**config.mk**
```make
export PLATFORM = sky130hd
export DESIGN_NAME = sps_top
export DESIGN_NICKNAME = d
export VERILOG_FILES = /design/src/sps_pkg.sv /design/src/sps_top.sv /design/src/sps_rate_div.sv
export SDC_FILE = /design/constraint.sdc
export NUM_CORES = 1
export LEC_CHECK = 0
export ABC_AREA = 1
export ABC_CLOCK_PERIOD_IN_PS = 2700
export BUFFER_PORTS_ARGS = -buffer_cell sky130_fd_sc_hd__buf_2
export CAP_MARGIN = 30
export CORE_MARGIN = 3
export CORE_UTILIZATION = 56
export CTS_CLUSTER_SIZE = 24
export DETAILED_ROUTE_END_ITERATION = 6
export GPL_TIMING_DRIVEN = 1
export HOLD_SLACK_MARGIN = 0.1
export PLACE_DENSITY = 0.81
export SYNTH_ARGS = -nofsm -noshare
export SYNTH_HDL_FRONTEND = slang
export SYNTH_SLANG_ARGS = --single-unit
export TNS_END_PERCENT = 30
```
**constraint.sdc**
```tcl
create_clock -name mclk -period 2.7 [get_ports mclk]
set_input_delay 0.675 -clock mclk [delete_from_list [all_inputs] [get_ports mclk]]
set_output_delay 0.675 -clock mclk [all_outputs]
set_load 0.05 [all_outputs]
```
**src/sps_pkg.sv**
```systemverilog
/*
  sps_pkg: register map, field positions, reset values and carriers
  for the serial port block. assumes an 8-bit register view on a
  32-bit avalon-mm slave, one register per aligned word.
*/
package sps_pkg;
  // register indices as printed; byte address is four times these
  localparam logic [7:0] SPS_IDX_CONTROL = 8'h28;
  localparam logic [7:0] SPS_IDX_STATUS = 8'h29;
  localparam logic [7:0] SPS_IDX_DATA = 8'h2a;
  localparam logic [7:0] SPS_IDX_OPTIONS = 8'h38;
  localparam logic [7:0] SPS_IDX_PORTDIR = 8'h3c;
  localparam logic [7:0] SPS_IDX_MISC = 8'h3d;

  // control register fields
  localparam int SPS_CTL_IRQ_EN = 7;
  localparam int SPS_CTL_SYS_EN = 6;
  localparam int SPS_CTL_OPEN_DRAIN = 5;
  localparam int SPS_CTL_MASTER = 4;
  localparam int SPS_CTL_POL = 3;
  localparam int SPS_CTL_PHASE = 2;
  localparam logic [7:0] SPS_CTL_RESET = 8'h04;

  // status register fields
  localparam int SPS_STA_DONE = 7;
  localparam int SPS_STA_COLL = 6;
  localparam int SPS_STA_FAULT = 4;

  // options register fields
  localparam int SPS_OPT_LSB_FIRST = 3;
  localparam int SPS_OPT_RATE_TWO = 2;
  localparam logic [7:0] SPS_OPT_RESET = 8'h00;

  // misc register: bit0 block disable, bit1 cpu interrupt mask
  localparam int SPS_MISC_DISABLE = 0;
  localparam int SPS_MISC_CPU_MASK = 1;
  localparam logic [7:0] SPS_MISC_RESET = 8'h00;
  localparam logic [3:0] SPS_DIR_RESET = 4'h0;

  localparam int SPS_BITS = 8;

  // divide ratios for rate codes 000..111, as half periods of e clock
  localparam logic [6:0] SPS_HALF_TAB [8] =
    '{7'h01, 7'h02, 7'h08, 7'h10, 7'h04, 7'h08, 7'h20, 7'h40};

  typedef struct packed {
    logic sck;
    logic mosi;
    logic miso;
    logic ssN;
  } sps_pins_t;

  typedef struct packed {
    logic [3:0] o;
    logic [3:0] oeN;
  } sps_pad_t;

  typedef enum logic [3:0] {
    SPS_IDLE = 4'b0001,
    SPS_LEAD = 4'b0010,
    SPS_TRAIL = 4'b0100,
    SPS_SLAVE = 4'b1000
  } sps_state_t;
endpackage

```
**src/sps_top.sv**
```systemverilog
/*
  sps_top: serial peripheral port, master or slave, with register file
  on an avalon-mm slave. assumes slave-side pins are synchronous to
  mclk and that the far clock is much slower than mclk.
*/
// What this block does
// - control writable unless block disable forces reset
// - interrupt on done or fault when enabled
// - system enable claims pins, else divider halts
// - inputs forced; outputs drive only with direction
// - master: pin5 direction picks fault input or output
// - open-drain select makes pins open-drain
// - polarity bit sets idle clock level
// - phase and polarity pick the protocol
// - rate code selects e clock divide ratio
// - rate bit two adds divide-by-four, resets zero
// - status writes change no flag
// - done flag set after every byte
// - done clears: status read, then data access
// - data writes ignored until done seen
// - collision clears: status read, data access
// - fault clears: status read, control write
// - unused status bits read zero
// - only master data write starts transfer
// - reads return receive buffer; overrun loses byte
// - receive double buffered, transmit single buffered
// - bit order option; data keeps msb at 7
// - write in transfer sets collision, is discarded
// - master select low: fault, drop master, directions
// - phase zero slave: select gates shift clock
// - eight serial clock cycles per byte
module sps_top (
  input wire logic mclk,
  input wire logic nrst,
  input wire logic [9:0] avsAddress,
  input wire logic avsRead,
  input wire logic avsWrite,
  input wire logic [31:0] avsWriteData,
  input wire logic [3:0] avsByteEnable,
  output logic [31:0] avsReadData,
  output logic avsWaitRequest,
  input wire sps_pkg::sps_pins_t pinIn,
  output sps_pkg::sps_pad_t pad,
  output logic irqN
);
  typedef struct packed {
    logic [1:0] rstSync;
  } sps_rst_t;

  typedef struct packed {
    logic [7:0] ctl;
    logic [7:0] opt;
    logic [3:0] dir;
    logic [7:0] misc;
    logic done;
    logic coll;
    logic fault;
    logic doneSeen;
    logic collSeen;
    logic faultSeen;
    logic [7:0] shift;
    logic [7:0] rxBuf;
    logic [3:0] bitCnt;
    sps_pkg::sps_state_t fsm;
    logic sckOut;
    logic mosiOut;
    logic sckPrev;
    logic ssPrev;
    logic inByte;
    logic [31:0] rdata;
    logic ack;
  } sps_state_all_t;

  sps_rst_t rs_r;
  logic rstN;
  sps_state_all_t st_r;
  sps_state_all_t st_nxt;
  logic tick;
  logic divRun;
  logic [7:0] idx;
  logic wrEn;
  logic rdEn;
  logic isMaster;
  logic spiOn;
  logic pol;
  logic phase;
  logic lsbFirst;
  logic inBit;
  logic outBit;
  logic sckAct;
  logic sckIdle;
  logic leadEdge;
  logic trailEdge;
  logic ssLow;
  logic [3:0] drv;
  logic [3:0] val;
  logic [7:0] stat;

  // reset release through two flops
  always_ff @(posedge mclk or negedge nrst) begin
    if (!nrst) begin
      rs_r <= '0;
    end else begin
      rs_r.rstSync <= {rs_r.rstSync[0], 1'b1};
    end
  end
  assign rstN = rs_r.rstSync[1];

  assign isMaster = st_r.ctl[sps_pkg::SPS_CTL_MASTER];
  assign spiOn = st_r.ctl[sps_pkg::SPS_CTL_SYS_EN];
  assign pol = st_r.ctl[sps_pkg::SPS_CTL_POL];
  assign phase = st_r.ctl[sps_pkg::SPS_CTL_PHASE];
  assign lsbFirst = st_r.opt[sps_pkg::SPS_OPT_LSB_FIRST];
  assign divRun = spiOn && isMaster &&
    (st_r.fsm == sps_pkg::SPS_LEAD || st_r.fsm == sps_pkg::SPS_TRAIL);

  sps_rate_div uDiv (
    .mclk(mclk),
    .rstN(rstN),
    .run(divRun),
    .rate({st_r.opt[sps_pkg::SPS_OPT_RATE_TWO], st_r.ctl[1:0]}),
    .tick(tick)
  );

  assign idx = avsAddress[9:2];
  // writes commit on the answering edge; read data is loaded a cycle early
  assign wrEn = avsWrite && st_r.ack && avsByteEnable[0];
  assign rdEn = avsRead && !st_r.ack;
  // one wait state: answer on the second edge of each request
  assign avsWaitRequest = (avsRead || avsWrite) && !st_r.ack;
  assign avsReadData = st_r.rdata;
  assign irqN = !(st_r.ctl[sps_pkg::SPS_CTL_IRQ_EN] &&
    !st_r.misc[sps_pkg::SPS_MISC_CPU_MASK] &&
    (st_r.done || st_r.fault));

  // slave side clock edges from synchronous pins
  assign ssLow = !pinIn.ssN;
  assign sckAct = pinIn.sck ^ pol;
  assign sckIdle = !sckAct;
  assign leadEdge = sckAct && !(st_r.sckPrev ^ pol);
  assign trailEdge = sckIdle && (st_r.sckPrev ^ pol);
  assign inBit = isMaster ? pinIn.miso : pinIn.mosi;
  assign outBit = lsbFirst ? st_r.shift[0] : st_r.shift[7];
  assign stat = {st_r.done, st_r.coll, 1'b0, st_r.fault, 4'h0};

  always_comb begin
    st_nxt = st_r;
    st_nxt.ack = 1'b0;
    st_nxt.sckPrev = pinIn.sck;
    st_nxt.ssPrev = pinIn.ssN;
    if (avsRead || avsWrite) begin
      st_nxt.ack = !st_r.ack;
    end
    // register reads
    if (rdEn) begin
      st_nxt.rdata = 32'h0;
      if (idx == sps_pkg::SPS_IDX_CONTROL) begin
        st_nxt.rdata[7:0] = st_r.ctl;
      end else if (idx == sps_pkg::SPS_IDX_STATUS) begin
        st_nxt.rdata[7:0] = stat;
        st_nxt.doneSeen = st_r.done;
        st_nxt.collSeen = st_r.coll;
        st_nxt.faultSeen = st_r.fault;
      end else if (idx == sps_pkg::SPS_IDX_DATA) begin
        st_nxt.rdata[7:0] = st_r.rxBuf;
      end else if (idx == sps_pkg::SPS_IDX_OPTIONS) begin
        st_nxt.rdata[7:0] = st_r.opt;
      end else if (idx == sps_pkg::SPS_IDX_PORTDIR) begin
        st_nxt.rdata[7:0] = {2'b00, st_r.dir, 2'b00};
      end else if (idx == sps_pkg::SPS_IDX_MISC) begin
        st_nxt.rdata[7:0] = st_r.misc;
      end
    end
    // data access clears seen flags; fresh sets below still win
    if ((rdEn || wrEn) && idx == sps_pkg::SPS_IDX_DATA) begin
      if (st_r.doneSeen) begin
        st_nxt.done = 1'b0;
        st_nxt.doneSeen = 1'b0;
      end
      if (st_r.collSeen) begin
        st_nxt.coll = 1'b0;
        st_nxt.collSeen = 1'b0;
      end
    end
    if (wrEn) begin
      if (idx == sps_pkg::SPS_IDX_CONTROL) begin
        if (!st_r.misc[sps_pkg::SPS_MISC_DISABLE]) begin
          st_nxt.ctl = avsWriteData[7:0];
        end
        if (st_r.faultSeen) begin
          st_nxt.fault = 1'b0;
          st_nxt.faultSeen = 1'b0;
        end
      end else if (idx == sps_pkg::SPS_IDX_OPTIONS) begin
        st_nxt.opt = avsWriteData[7:0];
      end else if (idx == sps_pkg::SPS_IDX_PORTDIR) begin
        st_nxt.dir = avsWriteData[5:2];
      end else if (idx == sps_pkg::SPS_IDX_MISC) begin
        st_nxt.misc = avsWriteData[7:0];
      end else if (idx == sps_pkg::SPS_IDX_DATA) begin
        if (st_r.done && !st_r.doneSeen) begin
          // ignored until done has been seen
        end else if (st_r.fsm != sps_pkg::SPS_IDLE || st_r.inByte) begin
          st_nxt.coll = 1'b1;
        end else begin
          st_nxt.shift = avsWriteData[7:0];
          if (isMaster && spiOn) begin
            st_nxt.fsm = sps_pkg::SPS_LEAD;
            st_nxt.bitCnt = 4'h0;
            st_nxt.mosiOut = lsbFirst ? avsWriteData[0] : avsWriteData[7];
            st_nxt.sckOut = pol;
          end
        end
      end
      // status writes fall through untouched
    end

    // byte engine
    case (st_r.fsm)
      sps_pkg::SPS_IDLE: begin
        // follow a polarity write in the same cycle, no stale idle level
        st_nxt.sckOut = st_nxt.ctl[sps_pkg::SPS_CTL_POL];
        if (spiOn && !isMaster && ssLow) begin
          st_nxt.fsm = sps_pkg::SPS_SLAVE;
          st_nxt.bitCnt = 4'h0;
          st_nxt.mosiOut = outBit;
        end
      end
      sps_pkg::SPS_LEAD: begin
        // phase 1 shifts out on the first edge
        if (tick) begin
          st_nxt.sckOut = !pol;
          st_nxt.fsm = sps_pkg::SPS_TRAIL;
          if (phase) begin
            st_nxt.mosiOut = outBit;
          end else begin
            st_nxt.shift = lsbFirst ? {inBit, st_r.shift[7:1]}
                                    : {st_r.shift[6:0], inBit};
          end
        end
      end
      sps_pkg::SPS_TRAIL: begin
        if (tick) begin
          st_nxt.sckOut = pol;
          if (phase) begin
            st_nxt.shift = lsbFirst ? {inBit, st_r.shift[7:1]}
                                    : {st_r.shift[6:0], inBit};
          end
          if (st_r.bitCnt == 4'(sps_pkg::SPS_BITS - 1)) begin
            st_nxt.fsm = sps_pkg::SPS_IDLE;
            st_nxt.done = 1'b1;
            st_nxt.doneSeen = 1'b0;
            if (!st_r.done) begin
              st_nxt.rxBuf = phase ? (lsbFirst ?
                {inBit, st_r.shift[7:1]} : {st_r.shift[6:0], inBit})
                : st_r.shift;
            end
          end else begin
            st_nxt.bitCnt = st_r.bitCnt + 4'h1;
            st_nxt.fsm = sps_pkg::SPS_LEAD;
            if (!phase) begin
              st_nxt.mosiOut = outBit;
            end
          end
        end
      end
      sps_pkg::SPS_SLAVE: begin
        st_nxt.inByte = 1'b1;
        // phase 0 shift clock is select or'd with clock
        if (pinIn.ssN && !phase) begin
          st_nxt.fsm = sps_pkg::SPS_IDLE;
          st_nxt.inByte = 1'b0;
        end else if ((phase ? trailEdge : leadEdge) && ssLow) begin
          st_nxt.shift = lsbFirst ? {inBit, st_r.shift[7:1]}
                                  : {st_r.shift[6:0], inBit};
          if (st_r.bitCnt == 4'(sps_pkg::SPS_BITS - 1)) begin
            st_nxt.done = 1'b1;
            st_nxt.doneSeen = 1'b0;
            if (!st_r.done) begin
              st_nxt.rxBuf = lsbFirst ? {inBit, st_r.shift[7:1]}
                                      : {st_r.shift[6:0], inBit};
            end
            if (phase) begin
              st_nxt.fsm = sps_pkg::SPS_IDLE;
              st_nxt.inByte = 1'b0;
            end
          end
          st_nxt.bitCnt = st_r.bitCnt + 4'h1;
        end else if ((phase ? leadEdge : trailEdge) && ssLow) begin
          st_nxt.mosiOut = outBit;
        end
      end
      default: st_nxt.fsm = sps_pkg::SPS_IDLE;
    endcase

    // fault detect with pin5 as select input
    if (spiOn && isMaster && !st_r.dir[3] && ssLow) begin
      st_nxt.fault = 1'b1;
      st_nxt.faultSeen = 1'b0;
      st_nxt.ctl[sps_pkg::SPS_CTL_MASTER] = 1'b0;
      st_nxt.dir = 4'h0;
      st_nxt.fsm = sps_pkg::SPS_IDLE;
    end
    if (!spiOn && st_r.fsm != sps_pkg::SPS_IDLE) begin
      st_nxt.fsm = sps_pkg::SPS_IDLE;
      st_nxt.inByte = 1'b0;
    end
    if (st_r.misc[sps_pkg::SPS_MISC_DISABLE]) begin
      st_nxt.ctl = sps_pkg::SPS_CTL_RESET;
      st_nxt.fsm = sps_pkg::SPS_IDLE;
      st_nxt.inByte = 1'b0;
    end
  end

  // pad order: 0 miso, 1 mosi, 2 sck, 3 select
  always_comb begin
    drv = 4'h0;
    val = 4'h0;
    if (spiOn) begin
      if (isMaster) begin
        drv = {st_r.dir[3], st_r.dir[2:1], 1'b0};
        val = {1'b1, st_r.sckOut, st_r.mosiOut, 1'b0};
      end else begin
        drv = {3'b000, st_r.dir[0] && ssLow};
        val = {3'b000, st_r.mosiOut};
      end
    end
  end

  // open-drain drives only lows
  for (genvar i = 0; i < 4; i++) begin : gPad
    assign pad.o[i] = val[i];
    assign pad.oeN[i] = !(drv[i] &&
      !(st_r.ctl[sps_pkg::SPS_CTL_OPEN_DRAIN] && val[i]));
  end

  always_ff @(posedge mclk or negedge rstN) begin
    if (!rstN) begin
      st_r <= '0;
      st_r.ctl <= sps_pkg::SPS_CTL_RESET;
      st_r.opt <= sps_pkg::SPS_OPT_RESET;
      st_r.misc <= sps_pkg::SPS_MISC_RESET;
      st_r.dir <= sps_pkg::SPS_DIR_RESET;
      st_r.fsm <= sps_pkg::SPS_IDLE;
      st_r.sckPrev <= 1'b0;
      st_r.ssPrev <= 1'b1;
    end else begin
      st_r <= st_nxt;
    end
  end
endmodule

```
**src/sps_rate_div.sv**
```systemverilog
/*
  sps_rate_div: master serial clock tick generator.
  assumes run is low whenever the shifter is idle, so ticks restart
  in phase with each byte.
*/
module sps_rate_div (
  input wire logic mclk,
  input wire logic rstN,
  input wire logic run,
  input wire logic [2:0] rate,
  output logic tick
);
  typedef struct packed {
    logic [6:0] cnt;
  } sps_div_t;

  sps_div_t st_r;
  sps_div_t st_nxt;
  logic [6:0] half;

  always_comb begin
    st_nxt = st_r;
    half = sps_pkg::SPS_HALF_TAB[rate];
    tick = 1'b0;
    if (!run) begin
      st_nxt.cnt = 7'h00;
    end else if (st_r.cnt == half - 7'h01) begin
      tick = 1'b1;
      st_nxt.cnt = 7'h00;
    end else begin
      st_nxt.cnt = st_r.cnt + 7'h01;
    end
  end

  always_ff @(posedge mclk or negedge rstN) begin
    if (!rstN) begin
      st_r <= '0;
    end else begin
      st_r <= st_nxt;
    end
  end
endmodule

```
# [Word level (Yosys, flattened, before mapping)]
# Memory sizes are Yosys's and may differ from the RTL's.
# Cells that the tools add are included.
[op_classes] eq_ne=22 mux=126 addsub=3 div_mod_pow=0 shifts=0 magnitude_cmp=1 reduce_logical=71 multipliers=0 bitwise=6
[ops] cell="$mux 8" count=29
[ops] cell="$mux 10" count=9
[ops] cell="$mux 4" count=13
[ops] cell="$eq 8x6->1 const B" count=6
[ops] cell="$mux 1" count=48
[ops] cell="$mux 20" count=2
[ops] cell="$logic_and 1x1->1" count=29
[ops] cell="$mux 28" count=1
[ops] cell="$mux 7" count=4
[ops] cell="$mux 26" count=1
[ops] cell="$mux 24" count=1
[ops] cell="$pmux 8 s3" count=1
[ops] cell="$logic_not 1->1" count=20
[ops] cell="$pmux 4 s4" count=1
[ops] cell="$pmux 8 s2" count=1
[ops] cell="$reduce_bool 2->1" count=7
[ops] cell="$mux 12" count=1
[ops] cell="$ne 2x2->1 const B" count=6
[ops] cell="$pmux 4 s3" count=1
[ops] cell="$mux 3" count=3
[ops] cell="$mux 9" count=1
[ops] cell="$reduce_bool 3->1" count=3
[ops] cell="$eq 4x3->1 const B" count=2
[ops] cell="$mux 2" count=4
[ops] cell="23 further kinds" count=35
[totals] latch_bits=0 wordCells=254 input_bits=54 n_memories=1 mem_bits_rw=0 regBits=80 romBits=56
[mem_list] name="(name not given)" depth=8 word_bits=7 rd=1 rd_clocked_by_memory_dff=0 write_ports=0 line="sps_rate_div.sv:23" source="half = sps_pkg::SPS_HALF_TAB[rate];"

# [Longest topological paths before layout]
[depth] ltp_word=18 mapped_depth=14 mapped_depth_nobuf=13

# [Modules after synthesis]
# From an unflattened synthesis, not the netlist that was laid out.
[hier_totals] hier_cells=717 area_unflattened_um2=5108.6
[by_module_without_submodules] mod="sps_top" area_per_inst_um2=4544.4 cells_each=632 seq_area_each_um2=1829.3 instances=1
[by_module_without_submodules] mod="sps_rate_div" area_per_inst_um2=564.3 cells_each=85 seq_area_each_um2=175.2 instances=1

# [Worst setup path before layout]
# No wires, ideal clock.
[synth_timing] path_type="register -> output" start="register st_r[67] in the netlist's numbering" end="output irqN" path_slack_ns=0.500 required_time_ns=2.025 arrival_ns=1.525 path_buffers=0 path_stages_with_launch=2 path_cell_list="dfrtp_1 o21ai_0"
[synth_between] elab_chain_len=3
[synth_lines] element="start, declared" line="sps_top.sv:76" source="sps_state_all_t st_r;"
[synth_lines] element="start signal, assigned" line="sps_top.sv:348" source="st_r <= st_nxt;"
[synth_lines] element="$logic_or 1x1->1" line="sps_top.sv:134" source="(st_r.done || st_r.fault));"
[synth_lines] element="$logic_and 1x1->1" line="sps_top.sv:133" source="!st_r.misc[sps_pkg::SPS_MISC_CPU_MASK] &&"
[synth_lines] element="$logic_not 1->1" line="sps_top.sv:132" source="assign irqN = !(st_r.ctl[sps_pkg::SPS_CTL_IRQ_EN] &&"
[synth_lines] element="end, declared" line="sps_top.sv:44" source="output logic irqN"
# No other way between the ends.

==> metrics.txt <==
# TYPE chip_impl_metric gauge
chip_impl_metric{name="max-cap-violations",unit=""} 0
chip_impl_info{name="post-synth-top-count-cell",value="sky130_fd_sc_hd__nand2_1"} 1
chip_impl_info{name="hold_class",value="flip-flop to asynchronous set/reset pin"} 1
chip_impl_metric{name="grt_overflow_total",unit=""} 0
chip_impl_metric{name="final_worst_path_cycle_share",unit=""} 0.909
chip_impl_metric{name="postSynth.asyncResetShare",unit=""} 1.00
chip_impl_metric{name="nNetsFinal",unit=""} 813
chip_impl_info{name="yosys-top-cells-area",value="sky130_fd_sc_hd__dfrtp_1, sky130_fd_sc_hd__nand2_1, sky130_fd_sc_hd__inv_1"} 1
chip_impl_metric{name="clkSlewWorstSetupHoldPaths",unit="ns"} 0.10
chip_impl_metric{name="final-hold-violation-count",unit=""} 0
chip_impl_metric{name="antennaDiodeCount",unit=""} 0
chip_impl_metric{name="fraction_of_the_mapped_netlist_area_in_compound_gates",unit=""} 0.139
chip_impl_metric{name="area_delta_synth_final",unit="%"} 9.51
chip_impl_metric{name="die-area",unit="mm2"} 0.0102
chip_impl_metric{name="portBuffers",unit=""} 42
chip_impl_metric{name="cp.required",unit="ns"} 2.03
chip_impl_metric{name="skew",unit="ns"} 0.0129
chip_impl_metric{name="route.detailed.wl_per_inst",unit="um"} 15.6
chip_impl_metric{name="clockBufferDepth",unit=""} 2
chip_impl_metric{name="timing.critical_path.depth",unit=""} 4
chip_impl_metric{name="timing.reg2reg.worst_path_depth",unit=""} 10
chip_impl_info{name="grt_setup_unrepaired",value="false"} 1
chip_impl_metric{name="drive_above_1_share",unit=""} 0.133
chip_impl_metric{name="setup_failing_eps_final",unit=""} 0
chip_impl_info{name="end_kind",value="output pin"} 1
chip_impl_metric{name="synthMuxAreaShare",unit=""} 0
chip_impl_metric{name="core.rowCount",unit=""} 34
chip_impl_info{name="cpMaxStageDelayCell",value="sky130_fd_sc_hd__dfrtp_1"} 1
chip_impl_metric{name="setup_tns",unit="ns"} 0
chip_impl_metric{name="clock.fmax",unit="MHz"} 407
chip_impl_info{name="largest_family_of_logic_cells_by_synthesized_area",value="simple AND/OR/NAND/NOR gates"} 1
chip_impl_metric{name="worstPathBufferInverterCount",unit=""} 2
chip_impl_metric{name="routed_wirelength",unit="mm"} 13.6
chip_impl_metric{name="clk_latency",unit="ns"} 0.37
chip_impl_metric{name="synth-edff-count",unit=""} 0
chip_impl_info{name="crit_chain",value="buf_4 -> nor3_1 -> o211ai_1 -> buf_2"} 1
chip_impl_metric{name="power-per-cell-area",unit="mW/mm2"} 668
chip_impl_metric{name="clock_sink_count",unit=""} 80
chip_impl_metric{name="vias",unit=""} 4910
chip_impl_info{name="cpLargestDelayFamily",value="buffers and inverters"} 1
chip_impl_info{name="most_frequently_used_flop_master_after_synthesis",value="sky130_fd_sc_hd__dfrtp_1"} 1
chip_impl_metric{name="ff_latch_count_synth",unit=""} 80
chip_impl_metric{name="gp_routability_congestion",unit=""} 0.932
chip_impl_metric{name="detailedPlacementHpwl",unit="mm"} 10.2
chip_impl_metric{name="drt_iter0_markers",unit=""} 413
chip_impl_metric{name="route.detailed.drc",unit=""} 0
chip_impl_metric{name="timing.critical_path.slowest_cell_delay",unit="ns"} 0.39
chip_impl_metric{name="ctsHoldBuffers",unit=""} 1
chip_impl_info{name="clock_tree.root_cell",value="sky130_fd_sc_hd__clkbuf_8"} 1
chip_impl_metric{name="avgViaCountPerCell",unit=""} 5.64
chip_impl_metric{name="worst_margin_slew",unit="ns"} 0.558
chip_impl_metric{name="leakagePower",unit="nW"} 2.89
chip_impl_metric{name="htree_levels",unit=""} 3
chip_impl_metric{name="grt_first_pass_wirelength",unit="mm"} 22.3
chip_impl_metric{name="numCtsBuffers",unit=""} 9
chip_impl_metric{name="drtAntennaViolNets",unit=""} 0
chip_impl_metric{name="post_cts.repair.setup_buffers",unit=""} 0
chip_impl_metric{name="die_height",unit="um"} 101
chip_impl_metric{name="postSynthAreaPerCell",unit="um2"} 7.09
chip_impl_metric{name="layout_min_cycle_time",unit="ns"} 2.45
chip_impl_metric{name="floorplan.initialDensity",unit=""} 0.578
chip_impl_info{name="tritoncts",value="yes"} 1
chip_impl_metric{name="cts_repair_resize_count",unit=""} 0
chip_impl_metric{name="timing.critical_path.fanout_max",unit=""} 6
chip_impl_metric{name="finish.utilization",unit=""} 0.633
chip_impl_metric{name="netlist.area_leader.share",unit=""} 0.385
chip_impl_info{name="startpoint_type",value="flip-flop"} 1
chip_impl_metric{name="synth.yosys.seq_area_share",unit=""} 0.396
chip_impl_metric{name="yosys.area_share.simple",unit=""} 0.312
chip_impl_metric{name="core_area",unit="mm2"} 0.00876
chip_impl_metric{name="max-slew-margin-rel",unit=""} 0.628
chip_impl_info{name="status",value="finished clean"} 1
chip_impl_metric{name="ios",unit=""} 96
chip_impl_metric{name="critPathArrivalTime",unit="ns"} 1.78
chip_impl_info{name="synth_area_leader_cell",value="sky130_fd_sc_hd__dfrtp_1"} 1
chip_impl_metric{name="detailedRoute.firstPassIterationCount",unit=""} 6
chip_impl_info{name="netlist_top_cells_count",value="sky130_fd_sc_hd__nand2_1, sky130_fd_sc_hd__inv_1, sky130_fd_sc_hd__dfrtp_1"} 1
chip_impl_metric{name="pin_count_of_the_biggest_net_entering_global_routing",unit=""} 63
chip_impl_metric{name="first_global_vias",unit=""} 4645
chip_impl_metric{name="synthDistinctLibCells",unit=""} 44
chip_impl_metric{name="antenna_found_initial",unit=""} 0
chip_impl_metric{name="dieWidth",unit="um"} 101
chip_impl_metric{name="synth_xor_area_frac",unit=""} 0.0190
chip_impl_metric{name="track_usage",unit=""} 0.278
chip_impl_metric{name="final-max-slew-violation-count",unit=""} 0
chip_impl_metric{name="ys_warn_count",unit=""} 0
chip_impl_metric{name="post_synth_adder_cell_area",unit=""} 0.00494
chip_impl_metric{name="irDropWorstVdd",unit="uV"} 316
chip_impl_metric{name="synth_area",unit="mm2"} 0.00507
chip_impl_info{name="timing.setup.critical_path_class",value="flip-flop to output pin"} 1
chip_impl_metric{name="netlist_instances",unit=""} 715
[routing by layer]
metal | GRT usage | routed length, um | vias up
li1 | - | - | 2343
met1 | 0.375 | 5790 | 2267
met2 | 0.437 | 6210 | 253
met3 | 0.0408 | 1120 | 47
met4 | 0.140 | 482 | 0
met5 | 0 | 0 | -
[placed cells by master (no fill, tap or decap), drive strengths merged, types with 2 or more instances in the layout]
| cell type | synthesis | final |
|---|---|---|
| ha | 2 | 2 |
| inv | 88 | 93 |
| o22ai | 11 | 11 |
| dfstp | 2 | 2 |
| nor3 | 10 | 10 |
| nand2 | 205 | 205 |
| bufinv | 0 | 2 |
| conb | 2 | 25 |
| clkbuf | 8 | 9 |
| xnor2 | 4 | 4 |
| a31oi | 7 | 7 |
| nand3 | 48 | 48 |
| xor2 | 7 | 7 |
| buf | 41 | 56 |
| o211ai | 5 | 5 |
| nor2 | 79 | 79 |
| o221ai | 2 | 2 |
| a21oi | 15 | 15 |
| dfrtp | 78 | 78 |
| nand4 | 12 | 12 |
| o21ai | 78 | 78 |
[cell families after synthesis]
family | after synthesis
simple gates | 358
buf+inv | 137
compound gates | 125
flops | 80
xor+xnor | 11
fa+ha+maj | 2
other cells | 2
[cell type report]
type                            count  area (um2)
Sequential cell                    80        2010
Multi-Input combinational cell    521        2500
Clock buffer                        9         124
Tap cell                          108         135
Inverter                           88         330
Clock inverter                      7         106
Timing Repair Buffer               57         345
Fill cell                         789        3210
[state kept, by name (all words and copies together), names as in the netlist]
name         flops
uDiv.st_r        7
spiOn            1
pol              1
avsReadData      8
isMaster         1
phase            1
st_r            58
lsbFirst         1
rs_r             2
[power breakdown]
group / switching (mW) / internal (mW) / leakage, nW
logic: 0.849 / 0.333 / 1.77
registers: 0.121 / 1.34 / 1.00
clock network: 0.522 / 0.541 / 0.117
total: 1.49 / 2.22 / 2.89
[metrics by stage]
| stage | worst slack, ns | instances | hold slack (ns) | instance area, um2 | total power [mW] |
|---|---|---|---|---|---|
| 2_1_floorplan | 0.310 | 738 | 0.331 | 5150 | 2.40 |
| 3_3_place_gp | 0.364 | 852 | 0.344 | 5280 | 2.61 |
| 3_5_place_dp | 0.341 | 853 | 0.214 | 5310 | 2.65 |
| 4_1_cts | 0.301 | 870 | 0.222 | 5550 | 3.71 |
| 5_1_grt | 0.224 | 870 | 0.237 | 5550 | 3.91 |
| 6_report | 0.245 | 870 | 0.203 | 5550 | 3.71 |
[final timing paths]
check                           endpoint  slack, ns      from
worst max-delay path              pad[0]       0.25  isMaster
worst min-delay path            st_r[82]       0.20   rs_r[1]
worst max register to register  st_r[47]       0.44  st_r[40]
worst min register to register  st_r[82]       0.20   rs_r[1]
max in group asynchronous          phase       1.84   rs_r[1]
min in group mclk                rs_r[1]       0.37   rs_r[0]
(Power assumes the default switching activity.)
